$ cat config.mk
export PLATFORM = sky130hd
export DESIGN_NAME = wiper_host
export DESIGN_NICKNAME = d
export VERILOG_FILES = /design/src/hw/step_timer.sv /design/src/hw/wiper_host.sv
export SDC_FILE = /design/constraint.sdc
export NUM_CORES = 1
export LEC_CHECK = 0
export BUFFER_PORTS_ARGS = -buffer_cell sky130_fd_sc_hd__buf_4
export CELL_PAD_IN_SITES_DETAIL_PLACEMENT = 1
export CELL_PAD_IN_SITES_GLOBAL_PLACEMENT = 2
export CORE_MARGIN = 8
export CORE_UTILIZATION = 40
export CTS_CLUSTER_SIZE = 8
export DETAILED_ROUTE_END_ITERATION = 12
export GPL_TIMING_DRIVEN = 0
export PLACE_DENSITY_LB_ADDON = 0.1
export SLEW_MARGIN = 0
export SYNTH_ARGS = -nofsm -noshare
export SYNTH_HDL_FRONTEND = slang
export SYNTH_SLANG_ARGS = --single-unit
$ cat constraint.sdc
create_clock -name core_clk_i -period 7.1 [get_ports core_clk_i]
set_input_delay 0 -clock core_clk_i [delete_from_list [all_inputs] [get_ports core_clk_i]]
set_output_delay 0 -clock core_clk_i [all_outputs]
set_load 0.02 [all_outputs]
$ cat src/hw/step_timer.sv
// constants shared by the wiper controller, and the wait timer it uses
// assumes one 100 MHz clock and a synchronous active-high reset
//
// Operation
// the part moves its wiper only while chip select is low
// chip select falling latches up when step line high, down when low
// latched direction holds until chip select returns high
// each step line rising edge while selected moves the wiper one tap
// chip select rising with step line low adds one more step
// chip select rising with step line high adds no step
// the wiper counter saturates at both ends, never wraps
// an unprogrammed part starts at tap 16 and stays adjustable
// programming: set tap, step line high, raise supply, then select low
// five chip select pulses with supply raised store the tap
// after the pulses the programming supply returns to zero
// after five-pulse programming the stored tap reloads at power-up
// a sixth pulse sets a lock that fixes the wiper and interface
// a locked part ignores chip select and step line entirely
// after a six-pulse program no further programming is accepted
// to lock later, return to the stored tap then send six pulses; OP_LOCK sends the six pulses at the current tap without stepping back
// the wiper addresses 32 taps, a five bit value
// wait at least 1 ms from supply rise to first select fall
// wait at least 1 ms from supply removal to select rising
// no access until 1 ms power-up time has passed
// each programming high and low phase lasts at least 5 ms
// the part keeps programmed flag, stored tap and lock flag
`timescale 1ns/1ps
`default_nettype none

// ==========================================================================
// package
package potctl_pkg;
    localparam int CLK_MHZ       = 100;
    localparam int TAP_W         = 5;      // 32 taps
    localparam int DEFAULT_TAP   = 16;     // tap of an unprogrammed part
    localparam int TIMER_W       = 20;
    // least times in ns and us
    localparam int T_UD_HIGH_NS  = 100;    // least step line high/low time
    localparam int T_PUP_US      = 1000;   // power-up time
    localparam int T_PC_US       = 1000;   // supply rise to select fall
    localparam int T_CL_US       = 5000;   // programming low phase
    localparam int T_CH_US       = 5000;   // programming high phase
    localparam int T_PH_US       = 1000;   // supply fall to select rise
    // cycle counts, least times rounded up
    localparam int UD_CYC        = (T_UD_HIGH_NS * CLK_MHZ + 999) / 1000;
    localparam int PUP_CYC       = T_PUP_US * CLK_MHZ;
    localparam int PC_CYC        = T_PC_US * CLK_MHZ;
    localparam int CL_CYC        = T_CL_US * CLK_MHZ;
    localparam int CH_CYC        = T_CH_US * CLK_MHZ;
    localparam int PH_CYC        = T_PH_US * CLK_MHZ;
    // pulse counts
    localparam logic [2:0] PULSES_PROG = 3'h5;
    localparam logic [2:0] PULSES_LOCK = 3'h6;
    // command codes
    localparam logic [1:0] OP_STEP = 2'h0;
    localparam logic [1:0] OP_PROG = 2'h1;
    localparam logic [1:0] OP_LOCK = 2'h2;
endpackage : potctl_pkg

// ==========================================================================
// wait timer: load a count, zero_o rises that many cycles later
module step_timer #(
    parameter int W = potctl_pkg::TIMER_W
) (
    input  wire logic         core_clk_i,
    input  wire logic         sys_rst_i,
    input  wire logic         load_i,
    input  wire logic [W-1:0] value_i,
    output logic              zero_o
);
    typedef struct packed {
        logic [W-1:0] count;
    } tmr_t;

    tmr_t r;
    tmr_t next_r;

    // reload or count down to zero
    always_comb
    begin
        next_r = r;
        if (load_i)
        begin
            next_r.count = value_i;
        end
        else if (r.count != '0)
        begin
            next_r.count = r.count - W'(1);
        end
    end

    always_ff @(posedge core_clk_i)
    begin
        if (sys_rst_i)
            r <= '0;
        else
            r <= next_r;
    end

    assign zero_o = (r.count == '0);

    // a loaded count above 2 stays nonzero for the next two cycles
    a_timer_load_holds: assert property (@(posedge core_clk_i) disable iff (sys_rst_i)
        load_i && value_i > W'(2) |=> !zero_o [*2])
        else $error("timer expired right after load");
endmodule : step_timer

`default_nettype wire

$ cat src/hw/wiper_host.sv
// controller that steps, programs and locks an up/down wiper part
// assumes the part's select, step and supply enable pins hang on the outputs
`timescale 1ns/1ps
`default_nettype none

module wiper_host #(
    parameter int PUP_CYC = potctl_pkg::PUP_CYC,
    parameter int PC_CYC  = potctl_pkg::PC_CYC,
    parameter int CL_CYC  = potctl_pkg::CL_CYC,
    parameter int CH_CYC  = potctl_pkg::CH_CYC,
    parameter int PH_CYC  = potctl_pkg::PH_CYC
) (
    input  wire logic                         core_clk_i,
    input  wire logic                         sys_rst_i,
    input  wire logic                         cmd_valid_i,
    input  wire logic [1:0]                   cmd_op_i,
    input  wire logic                         cmd_up_i,
    input  wire logic [potctl_pkg::TAP_W-1:0] cmd_count_i,
    output logic                              cmd_ready_o,
    output logic                              done_o,
    output logic                              locked_o,
    output logic                              sel_n_o,
    output logic                              step_o,
    output logic                              vpp_en_o
);
    localparam int TW = potctl_pkg::TIMER_W;

    // ======================================================================
    // state
    typedef enum logic [11:0] {
        ST_INIT  = 12'h001,
        ST_PWRUP = 12'h002,
        ST_IDLE  = 12'h004,
        ST_SETUP = 12'h008,
        ST_SEL   = 12'h010,
        ST_UDLO  = 12'h020,
        ST_UDHI  = 12'h040,
        ST_DESEL = 12'h080,
        ST_VPPON = 12'h100,
        ST_PLO   = 12'h200,
        ST_PHI   = 12'h400,
        ST_VPPOF = 12'h800
    } state_t;

    typedef struct packed {
        state_t                     st;
        logic                       sel_n;
        logic                       step;
        logic                       vpp;
        logic                       ready;
        logic                       done;
        logic                       locked;
        logic [potctl_pkg::TAP_W-1:0] left;
        logic [2:0]                 pulses;
        logic [2:0]                 target;
    } core_t;

    core_t          r;
    core_t          next_r;
    logic           tmr_load;
    logic [TW-1:0]  tmr_val;
    logic           tmr_zero;

    step_timer #(.W(TW)) u_timer (
        .core_clk_i (core_clk_i),
        .sys_rst_i  (sys_rst_i),
        .load_i     (tmr_load),
        .value_i    (tmr_val),
        .zero_o     (tmr_zero)
    );

    // ======================================================================
    // sequencer
    always_comb
    begin
        next_r   = r;
        tmr_load = 1'b0;
        tmr_val  = TW'(potctl_pkg::UD_CYC);
        next_r.done = 1'b0;
        unique case (r.st)
            ST_INIT:
            begin
                tmr_load  = 1'b1;
                tmr_val   = TW'(PUP_CYC);
                next_r.st = ST_PWRUP;
            end
            ST_PWRUP:
            if (tmr_zero)
            begin
                next_r.ready = 1'b1;
                next_r.st    = ST_IDLE;
            end
            ST_IDLE:
            if (cmd_valid_i)
            begin
                next_r.ready = 1'b0;
                if (r.locked || cmd_op_i == 2'h3)
                begin
                    // no pin activity; finish through the deselect wait
                    tmr_load  = 1'b1;
                    next_r.st = ST_DESEL;
                end
                else if (cmd_op_i == potctl_pkg::OP_STEP)
                begin
                    if (cmd_count_i == '0)
                    begin
                        // nothing to step, done and ready rise together later
                        tmr_load  = 1'b1;
                        next_r.st = ST_DESEL;
                    end
                    else
                    begin
                        next_r.step = cmd_up_i;
                        next_r.left = cmd_count_i;
                        tmr_load    = 1'b1;
                        next_r.st   = ST_SETUP;
                    end
                end
                else
                begin
                    // step line high before the supply rises
                    next_r.step   = 1'b1;
                    next_r.vpp    = 1'b1;
                    next_r.pulses = 3'h0;
                    next_r.target = (cmd_op_i == potctl_pkg::OP_LOCK) ?
                                    potctl_pkg::PULSES_LOCK : potctl_pkg::PULSES_PROG;
                    tmr_load      = 1'b1;
                    tmr_val       = TW'(PC_CYC);
                    next_r.st     = ST_VPPON;
                end
            end
            ST_SETUP:
            if (tmr_zero)
            begin
                next_r.sel_n = 1'b0;
                tmr_load     = 1'b1;
                next_r.st    = ST_SEL;
            end
            ST_SEL:
            if (tmr_zero)
            begin
                next_r.step = 1'b0;
                tmr_load    = 1'b1;
                next_r.st   = ST_UDLO;
            end
            ST_UDLO:
            if (tmr_zero)
            begin
                next_r.step = 1'b1;
                next_r.left = r.left - 5'h01;
                tmr_load    = 1'b1;
                next_r.st   = ST_UDHI;
            end
            ST_UDHI:
            if (tmr_zero)
            begin
                tmr_load = 1'b1;
                if (r.left == '0)
                begin
                    // deselect with step high: no extra step
                    next_r.sel_n = 1'b1;
                    next_r.st    = ST_DESEL;
                end
                else
                begin
                    next_r.step = 1'b0;
                    next_r.st   = ST_UDLO;
                end
            end
            ST_DESEL:
            if (tmr_zero)
            begin
                next_r.done  = 1'b1;
                next_r.ready = 1'b1;
                next_r.st    = ST_IDLE;
            end
            ST_VPPON:
            if (tmr_zero)
            begin
                next_r.sel_n = 1'b0;
                tmr_load     = 1'b1;
                tmr_val      = TW'(CL_CYC);
                next_r.st    = ST_PLO;
            end
            ST_PLO:
            if (tmr_zero)
            begin
                tmr_load = 1'b1;
                if (r.pulses == r.target)
                begin
                    next_r.vpp = 1'b0;
                    tmr_val    = TW'(PH_CYC);
                    next_r.st  = ST_VPPOF;
                end
                else
                begin
                    next_r.sel_n = 1'b1;
                    tmr_val      = TW'(CH_CYC);
                    next_r.st    = ST_PHI;
                end
            end
            ST_PHI:
            if (tmr_zero)
            begin
                next_r.sel_n  = 1'b0;
                next_r.pulses = r.pulses + 3'h1;
                tmr_load      = 1'b1;
                tmr_val       = TW'(CL_CYC);
                next_r.st     = ST_PLO;
            end
            ST_VPPOF:
            if (tmr_zero)
            begin
                next_r.sel_n = 1'b1;
                next_r.locked = r.locked || (r.target == potctl_pkg::PULSES_LOCK);
                tmr_load     = 1'b1;
                next_r.st    = ST_DESEL;
            end
            default:
            begin
                next_r.st = ST_INIT;
            end
        endcase
    end

    // registers, reset leaves the pins idle
    always_ff @(posedge core_clk_i)
    begin
        if (sys_rst_i)
        begin
            r       <= '0;
            r.st    <= ST_INIT;
            r.sel_n <= 1'b1;
            r.step  <= 1'b1;
        end
        else
            r <= next_r;
    end

    assign cmd_ready_o = r.ready;
    assign done_o      = r.done;
    assign locked_o    = r.locked;
    assign sel_n_o     = r.sel_n;
    assign step_o      = r.step;
    assign vpp_en_o    = r.vpp;

    // ======================================================================
    // checks: cycles since the last change of select or supply
    logic [TW-1:0] since;

    always_ff @(posedge core_clk_i)
    begin
        if (sys_rst_i)
            since <= '0;
        else if (next_r.sel_n != r.sel_n || next_r.vpp != r.vpp)
            since <= TW'(1);
        else if (since != '1)
            since <= since + TW'(1);
    end

    a_quiet_powerup: assert property (@(posedge core_clk_i) disable iff (sys_rst_i)
        (r.st == ST_INIT || r.st == ST_PWRUP) |-> sel_n_o && !vpp_en_o && !cmd_ready_o)
        else $error("pins moved during power-up wait");

    a_supply_setup: assert property (@(posedge core_clk_i) disable iff (sys_rst_i)
        $rose(vpp_en_o) |-> sel_n_o && step_o && $past(step_o))
        else $error("supply raised without step high and part deselected");

    a_first_fall_gap: assert property (@(posedge core_clk_i) disable iff (sys_rst_i)
        $fell(sel_n_o) && vpp_en_o && r.pulses == 3'h0 && $past(sel_n_o)
        |-> $past(since) >= TW'(PC_CYC))
        else $error("select fell too soon after supply rise");

    a_prog_high_phase: assert property (@(posedge core_clk_i) disable iff (sys_rst_i)
        $fell(sel_n_o) && vpp_en_o && r.pulses != 3'h0
        |-> $past(since) >= TW'(CH_CYC))
        else $error("programming high phase too short");

    a_prog_low_phase: assert property (@(posedge core_clk_i) disable iff (sys_rst_i)
        $rose(sel_n_o) && vpp_en_o |-> $past(since) >= TW'(CL_CYC))
        else $error("programming low phase too short");

    a_pulse_total: assert property (@(posedge core_clk_i) disable iff (sys_rst_i)
        $fell(vpp_en_o) |-> !sel_n_o && r.pulses == r.target
                            && $past(since) >= TW'(CL_CYC))
        else $error("supply removed with wrong pulse count");

    a_supply_to_desel: assert property (@(posedge core_clk_i) disable iff (sys_rst_i)
        $rose(sel_n_o) && $past(r.st) == ST_VPPOF
        |-> !vpp_en_o && $past(since) >= TW'(PH_CYC))
        else $error("select rose too soon after supply removal");

    a_desel_step_high: assert property (@(posedge core_clk_i) disable iff (sys_rst_i)
        $rose(sel_n_o) |-> step_o)
        else $error("deselect with step low would add a step");

    a_dir_at_select: assert property (@(posedge core_clk_i) disable iff (sys_rst_i)
        $fell(sel_n_o) && !vpp_en_o |-> step_o == $past(step_o, 2))
        else $error("step line moved around the select edge");

    a_locked_idle: assert property (@(posedge core_clk_i) disable iff (sys_rst_i)
        locked_o && r.st == ST_IDLE && cmd_valid_i |=> (sel_n_o && !vpp_en_o) [*2])
        else $error("command acted on a locked part");
endmodule : wiper_host

`default_nettype wire

==> results of run 1 <==
worst max-delay path: cells and delay by family, from the launching register on:
family                 cells  cell delay, ps
buffers and inverters      1             170
DFF                        1             320
and+or+nand+nor            4            1990
AOI/OAI and AO/OA          2             470
state kept, by name, summed over array words and instances, names as in the netlist:
register / flops
cmd_ready_o: 1
vpp_en_o: 1
u_timer.r: 20
sel_n_o: 1
locked_o: 1
step_o: 1
r: 23
done_o: 1
synth_stat cells (all sizes together) (3+ instances only):
cell / number
a2111oi: 4
a211o: 3
a21oi: 31
and3: 4
buf: 7
clkbuf: 12
dfxtp: 49
ha: 4
inv: 10
mux2i: 6
nand2: 26
nand2b: 4
nand3: 13
nand3b: 3
nand4: 3
nor2: 44
nor2b: 5
nor3: 14
nor3b: 5
nor4: 16
nor4b: 3
o211ai: 4
o21a: 3
o21ai: 17
o21bai: 3
o22ai: 5
o31ai: 5
or3: 7
or4: 4
xnor2: 14
xor2: 14
power by group:
part	switching, mW	internal, mW	total (mW)	leakage (nW)
combinational	0.156	0.101	0.256	0.806
clock	0.103	0.0903	0.194	0.0549
sequential	0.0324	0.304	0.337	0.399
routing by layer:
layer / part of all wire, % / global-route usage [%] / vias to the layer above
li1: - / - / 1418
met1: 52 / 26.8 / 1360
met2: 44 / 28.9 / 54
met3: 4.0 / 2.57 / 2
met4: 0.40 / 4.12 / 0
met5: 0 / 0 / -
worst paths after layout:
check                     end  slack [ps]
setup reg to reg         r[6]        4110
setup / recovery         r[6]        4110
hold / removal           r[9]          60
hold reg to reg   cmd_ready_o         480
area by class of cell:
cell class,count,share of cell area [%]
well taps,99,3.71
multi-input cells,294,56.9
plain buffers,19,2.85
flip-flops and latches,49,29.4
repair buffers,13,2.92
clock inverters,1,0.262
clock buffers,7,2.88
inverters,10,1.12
kinds of logic after synthesis:
logic type | after synthesis
simple gates | 159
compound gates | 97
flops | 49
buf+inv | 29
xor+xnor | 28
mux | 6
fa+ha+maj | 4
==> results_dict.tcl, run 1 <==
set metrics [dict create \
    post_synth_and_or_nand_nor_area_fraction_pct 28.8 \
    reg2reg_depth 7 \
    max_freq_mhz 335 \
    rsz0062_at_grt "false" \
    hold-path-cell-count 3 \
    cpPeakStageDelay_ps 890 \
    final_common_cell "dfxtp_1" \
    cts_tree "done" \
    yosys.area.top_type "dfxtp_1" \
    area.growth.synth_to_final_pct 10.8 \
    hold_ws_ps 56.2 \
    synthArstFlopShare_pct 0 \
    drt_iter0_drc 179 \
    setup_violations 0 \
    final_cell_mix "dfxtp_1, nor2_1, a21oi_1" \
    status "finished clean" \
    slew_viol_final 0 \
    hpwl_mm 6.95 \
    hp-start "cmd_count_i[3]" \
    syn_nets 387 \
    ant_nets 0 \
    synth_adder_area_share_pct 1.66 \
    cp_data_required_time_ps 7360 \
    die-area_sq_um 10600 \
    ys.flop_type "dfxtp_1" \
    timing.final.crit_share_pct 42.1 \
    post_cts_resized 0 \
    io_pins 17 \
    cp-startpoint "r[26]" \
    finalCriticalPeriod_ps 2990 \
    worstSetupEndpointType "register" \
    antenna_cells 0 \
    dp.cells 484 \
    placed_cell_area_sq_um 3240 \
    vias_per_cell 5.76 \
    wl_mm 9.28 \
    dp_worst_setup_slack_ps 4180 \
    first_pass_iters 4 \
    hold_violations 0 \
    tightest_slew_ps 1060 \
    synth.area.mux_share_pct 1.99 \
    ir_drop_v 0.000124 \
    start_util_pct 41.3 \
    synth.area.top_cells "dfxtp_1, nor2_1, a21oi_1" \
    arrival_ps 3250 \
    worstPathCellList "clkbuf_2, nor4_1, nand4_1, nor2_2, nor2_1, a2111oi_0, o21a_1" \
    io_buffers 13 \
    multi_input_area_sq_um 1900 \
    drive_gt1_share_pct 11.7 \
    seqCellArea_sq_um 981 \
    relSlewSlack_pct 28.4 \
    core_sq_um 7290 \
    routedWlPerCell_um 18.9 \
    rows 31 \
    synth.top_cell.area_share_pct 32.5 \
    r2r-start "r[26]" \
    synth-seq-cells 49 \
    syn_inst 372 \
    routabilityCongestion 0.828 \
    fin_ws_ps 4110 \
    synth_top_family_by_area "simple AND/OR/NAND/NOR gates" \
    chipWidth_um 103 \
    synth-edff-count 0 \
    p_leak_nw 1.26 \
    grt_pass1_vias 2881 \
    utilization_pct 45.8 \
    synth_cell_type_count 66 \
    cts_hold_buf 0 \
    synth_xor_xnor_area_share_pct 8.14 \
    cts_setup_buffers 0 \
    htree_levels 2 \
    nets 407 \
    grt_usage_pct 18.7 \
    antenna_found_initial 0 \
    hp-class "input pin to register" \
    die_h_um 103 \
    setup_tns_ps 0 \
    grt.overflow.total 0 \
    worst_skew_pair.late_latency_ps 310 \
    synth.avg_cell_area_sq_um 8.10 \
    synth_area_sq_um 3010 \
    grt_pass1_wl_mm 15.4 \
    num-fill-cells 936 \
    cp_slowest_cell "nor4_1" \
    crit_fanout 8 \
    power.density_cell_area_nw_per_um2 235 \
    path_clk_slew_ps 100 \
    worstSetupPathType "register to register" \
    clockRootBuffer "clkbuf_8" \
    finalInstanceArea_sq_um 3340 \
    synth_compound_area_share_pct 22.5 \
    yosysSeqAreaShare_pct 32.5 \
    fin_cells 492 \
    synth_warnings 0 \
    start_kind "register" \
    maxCapViolations 0 \
    finalPower_uw 787 \
    cts_sinks 49 \
    via_count 2834 \
    finClkSkew_ps 9.36 \
    clockBufferDepth 2 \
    cts_buffers 5 \
    remaining_drc_errors 0 \
    grt_max_degree 16 \
]
No activity file was read; power rests on OpenSTA's default activity.
==> run 2: changes to the inputs <==
- ABC_AREA: not set -> 1
- CORE_UTILIZATION: 40 -> 30
- clock period: 7.1 -> 2.5 ns (I/O delays scaled with it)
==> run 2 against run 1 <==
  * Cell count up 26%
  * Final area up 2.6%
  * Synthesized cell count up 24%
  * Area after synthesis about the same
  * Worst setup slack worse by 3700 ps
  * Flip-flop and latch count unchanged
  * Sequential share of layout area down 0.75 points
  * Fmax up 44%
  * Core utilization down 11 points
  * Worst hold slack worse by 26 ps
  * Wire length down 1.1%
  * Critical path type unchanged
  * Largest power group is now combinational cells
  * Highest routed layer unchanged
==> results_dict.tcl, run 2 <==
set metrics [dict create \
    status "finished clean" \
    hp-start "cmd_op_i[0]" \
    grt.met1_usage_pct 20.5 \
    via_count 2895 \
    htree_levels 2 \
    dp_worst_setup_slack_ps 382 \
    remaining_drc_errors 0 \
    largest_reg_flops 23 \
    clockRootBuffer "clkbuf_8" \
    ir_drop_v 0.000328 \
    setup_tns_ps 0 \
    hp-class "input pin to register" \
    cp_slowest_cell "nor3_1" \
    arrival_ps 2250 \
    cp-startpoint "u_timer.r[1]" \
    cpPeakStageDelay_ps 450 \
    area.growth.synth_to_final_pct 13.6 \
    die-area_sq_um 13500 \
    cp_data_required_time_ps 2680 \
    grt.overflow.total 0 \
    cts_buffers 5 \
    synth.top_cell.area_share_pct 32.5 \
    maxCapViolations 0 \
    tightest_slew_ps 688 \
    antenna_cells 0 \
    hpwl_mm 7.26 \
    synth.avg_cell_area_sq_um 6.53 \
    synth_cell_type_count 31 \
    ys.flop_type "dfxtp_1" \
    drive_gt1_share_pct 12.5 \
    synth.area.top_cells "dfxtp_1, nand2_1, inv_1" \
    cts_sinks 49 \
    clockBufferDepth 2 \
    hold_ws_ps 30.6 \
    worstSetupPathType "register to register" \
    synthArstFlopShare_pct 0 \
    rows 36 \
    wl_mm 9.17 \
    core_sq_um 9770 \
    finalInstanceArea_sq_um 3430 \
    setup_violations 0 \
    relSlewSlack_pct 54.1 \
    nets 501 \
    first_pass_iters 4 \
    drt_iter0_drc 139 \
    finClkSkew_ps 11.9 \
    start_util_pct 30.9 \
    yosys.area.top_type "dfxtp_1" \
    rsz0062_at_grt "false" \
    io_pins 17 \
    synth-edff-count 0 \
    worstSetupEndpointType "register" \
    grt_max_degree 17 \
    max_freq_mhz 483 \
    final_cell_mix "nand2_1, nor2_1, inv_1" \
    placed_cell_area_sq_um 3300 \
    slew_viol_final 0 \
    post_cts_resized 0 \
    synth_area_sq_um 3020 \
    ant_nets 0 \
    finalCriticalPeriod_ps 2070 \
    fin_ws_ps 428 \
    hold_violations 0 \
    antenna_found_initial 0 \
    power.density_cell_area_nw_per_um2 1040 \
    synth_warnings 0 \
    die_h_um 116 \
    yosysSeqAreaShare_pct 32.5 \
    synth-seq-cells 49 \
    vias_per_cell 4.67 \
    timing.final.crit_share_pct 82.9 \
    largestRegisters "r (23), u_timer.r (20)" \
    busiest_layer "met2" \
    routabilityCongestion 0.807 \
    start_kind "register" \
    syn_nets 477 \
    grt_pass1_wl_mm 15.7 \
    cts_tree "done" \
    crit_fanout 4 \
    io_buffers 16 \
    yosysMostFrequentCell "nand2_1" \
    grtUsageMet2_pct 23.5 \
    worstPathCellList "inv_1, ha_1, inv_1, nor3_1, nand2_1, nor3_1, nand4_1, nand2_1, nor2_1" \
    top_register "r" \
    grt_use_met3_pct 2.48 \
    chipWidth_um 116 \
    syn_inst 462 \
    final_common_cell "nand2_1" \
    grt_pass1_vias 3060 \
    grt_usage_pct 14.7 \
    r2r-start "u_timer.r[1]" \
    worst_skew_pair.late_latency_ps 310 \
    path_clk_slew_ps 110 \
    synth_common_cells "nand2_1, inv_1, nor2_1" \
    routedWlPerCell_um 14.8 \
    p_leak_nw 1.57 \
]
## run 2: cell types whose count changed after synthesis, moves of 11 or more
cell,before,now
nor4_1,12,1
nor2_1,42,60
nand2_2,0,16
nand3_1,13,39
inv_1,10,60
nand2_1,26,100
## run 2: through the flow
| stage | utilization, % | cells | total power, mW |
|---|---|---|---|
| 6_report | 35.1 | 620 | 3.57 |
| 5_1_grt | 35.1 | 620 | 3.95 |
| 4_1_cts | 35.1 | 620 | 3.60 |
| 3_5_place_dp | 33.8 | 611 | 2.97 |
| 3_3_place_gp | 33.8 | 611 | 2.94 |
| 2_1_floorplan | - | 462 | 2.49 |
## run 2: worst paths after layout
path | end | slack (ps) | depth (start not counted)
hold reg to reg | step_o | 470 | 2
setup / recovery | u_timer.r[5] | 430 | 9
hold / removal | r[0] | 30 | 3
setup reg to reg | u_timer.r[5] | 430 | 9
## run 2: cells by family (layout without fill, tap and decap cells)
family,count (synthesis),count (layout),share of synthesized area [%]
adder cells (fa/ha/maj),4,4,1.66
buffers and inverters,71,96,9.08
AND/OR/NAND/NOR,258,258,40.2
flip-flops,49,49,32.5
XOR/XNOR,22,22,6.39
AO/OA/AOI/OAI,58,58,10.2
## run 2: metal layers
metal | vias up | part of all wire, %
li1 | 1515 | -
met1 | 1352 | 53
met2 | 24 | 44
met3 | 4 | 2.6
met4 | 0 | 0.59
met5 | - | 0
## run 2: final cells by class
type / instances / area, sq um
timing repair buffer: 17 / 130
clock buffer: 5 / 68.8
clock inverter: 3 / 46.3
tap: 133 / 166
inverter: 66 / 248
buffer: 5 / 26.3
fill: 1270 / 6350
multi-input combinational: 342 / 1760
sequential: 49 / 981
## run 2: worst max-delay path: cells and delay by family (launching register included)
kind	cells	cell delay, ps
and+or+nand+nor	6	1240
buffers and inverters	2	180
DFF	1	310
adders and majority gates	1	200
## run 2: power by group
group,leakage (nW),switching [mW],total [mW],internal [mW]
registers,0.399,0.143,1.09,0.945
logic,1.12,1.24,1.87,0.623
clock network,0.0543,0.312,0.613,0.301
## run 2: repair_timing
action	in CTS	in global routing
setup endpoints to repair	0	0
hold buffers	1	0
endpoints found under the hold margin	2	0
buffers inserted	0	0
==> run 3: changes to the inputs <==
- ABC_AREA: 1 -> 0
- CORE_UTILIZATION: 30 -> 37
- clock period: 2.5 -> 2.01 ns (I/O delays scaled with it)
==> run 3 against run 2 <==
  * The run now ends with setup timing left
  * Register-to-register slack worse by 770 ps
  * Sequential power increased by 14%
  * Via count is 19% higher
  * Worst setup slack lost 770 ps
  * Sequential share of layout area down 6.4 points
==> results_dict.tcl, run 3 (synthesis gave the netlist of run 1 again) <==
set metrics [dict create \
    max_freq_mhz 426 \
    antenna_cells 0 \
    worstSetupEndpointType "register" \
    vias_per_cell 6.05 \
    switching_share_pct 41.0 \
    finalPower_mw 3.42 \
    rows 33 \
    core_sq_um 8050 \
    clockRootBuffer "clkbuf_8" \
    relSlewSlack_pct 44.5 \
    seq_power_share_pct 36.1 \
    largest_reg_flops 23 \
    fin_ws_ps -340 \
    timing.final.crit_share_pct 117 \
    finalCriticalPeriod_ps 2350 \
    first_pass_iters 6 \
    hold_violations 0 \
    ir_drop_v 0.000308 \
    rsz0062_at_grt "true" \
    path_clk_slew_ps 100 \
    final_cell_mix "buf_4, dfxtp_1, nor2_1" \
    arrival_ps 2620 \
    wl_mm 13.4 \
    grt_pass1_wl_mm 17.9 \
    die_h_um 106 \
    io_pins 17 \
    pwr-share-comb_pct 45.4 \
    grt_max_degree 17 \
    io_buffers 13 \
    status "complete, but fails checks" \
    routedWlPerCell_um 23.7 \
    setup_violations 39 \
    crit_buf_inv 0 \
    cp_data_required_time_ps 2280 \
    crit_top_cell "nor4_1" \
    slew_viol_final 0 \
    clockBufferDepth 2 \
    violations "setup timing" \
    start_kind "register" \
    chipWidth_um 106 \
    htree_levels 2 \
    power.internal_mw 2.02 \
    nets 477 \
    worst_skew_pair.late_latency_ps 330 \
    cts_hold_buf 0 \
    die-area_sq_um 11300 \
    finClkSkew_ps 10.2 \
    hp-class "input pin to register" \
    worstSetupPathType "register to register" \
    cts_buffers 5 \
    drt_iter0_drc 221 \
    maxCapViolations 0 \
    hold_ws_ps 25.9 \
    routabilityCongestion 0.818 \
    final_common_cell "buf_4" \
    drive_gt1_share_pct 44.7 \
    path_delay_family "simple AND/OR/NAND/NOR gates" \
    cts_tree "done" \
    largestRegisters "r (23), u_timer.r (20)" \
    grt_usage_pct 20.0 \
    cts_sinks 49 \
    start_util_pct 37.4 \
    power.switching_mw 1.40 \
    p_leak_nw 1.77 \
    cpPeakStageDelay_ps 640 \
    via_count 3437 \
    grt.overflow.total 0 \
    grt_pass1_vias 3252 \
    remaining_drc_errors 0 \
    cp_slowest_cell "nor4_1" \
    antenna_found_initial 0 \
    ant_nets 0 \
    hpwl_mm 7.21 \
    pwr-share-clk_pct 18.4 \
    power.density_cell_area_nw_per_um2 752 \
    area.growth.synth_to_final_pct 50.9 \
    tightest_slew_ps 833 \
    worstPathCellList "nor4_1, nand3_1, nor4_1, xor2_1, nand2_1, a21oi_2" \
    crit_fanout 7 \
    top_register "r" \
]
run 3: what timing repair did:
item / 4_1_cts / 5_1_grt
buffers inserted: 40 / 33
cloned: 3 / 0
setup endpoints to repair: 47 / 48
resized for setup: 74 / 89
pin swaps: 31 / 41
run 3: layout make-up:
class                   count  area (sq um)
fillers                   941          3500
multi-input cells         295          2460
flip-flops and latches     49          1010
repair buffers             87           714
well taps                 105           131
plain buffers              14           103
clock buffers               5          68.8
inverters                  10          37.5
clock inverters             3          22.5
run 3: path summary, 6_finish.rpt:
kind / start / end / slack [ps] / cells past startpoint
worst max-delay path: u_timer.r[2] / u_timer.r[13] / -340 / 6
worst min-delay path: cmd_count_i[3] / r[9] / 30 / 3
worst max register to register: u_timer.r[2] / u_timer.r[13] / -340 / 6
worst min register to register: cmd_ready_o / cmd_ready_o / 470 / 2
run 3: power by group through the flow:
stage	Sequential (mW)	Combinational, mW	Clock (mW)
floorplan	1.20	0.719	0
CTS	1.22	1.15	0.636
global route	1.25	1.65	0.678
finish	1.24	1.55	0.630
detailed placement	1.23	0.933	0
global placement	1.22	0.924	0
run 3: metal layers:
| metal | vias to the layer above | routed length (um) | track usage (%) |
|---|---|---|---|
| li1 | 1564 | - | - |
| met4 | 0 | 498 | 6.93 |
| met5 | - | 0 | 0 |
| met3 | 44 | 764 | 2.30 |
| met2 | 154 | 6330 | 32.1 |
| met1 | 1675 | 5840 | 27.1 |
run 3: worst min-delay path, stage by stage:
cell     delay [ps]
buf_4            90
o31ai_1          80
nor3_2          140
run 3: through the flow:
stage / area [sq um] / cells / setup slack [ps] / util (%) / setup TNS, ps
final: 4550 / 568 / -340 / 56.5 / -10120
after global routing: 4550 / 568 / -453 / 56.5 / -12540
after CTS: 4020 / 538 / -373 / 50.0 / -10920
after detailed placement: 3300 / 490 / -790 / 41.0 / -22640
after global placement: 3300 / 490 / -703 / 41.0 / -23730
after floorplan: 3070 / 372 / -196 / - / -3750
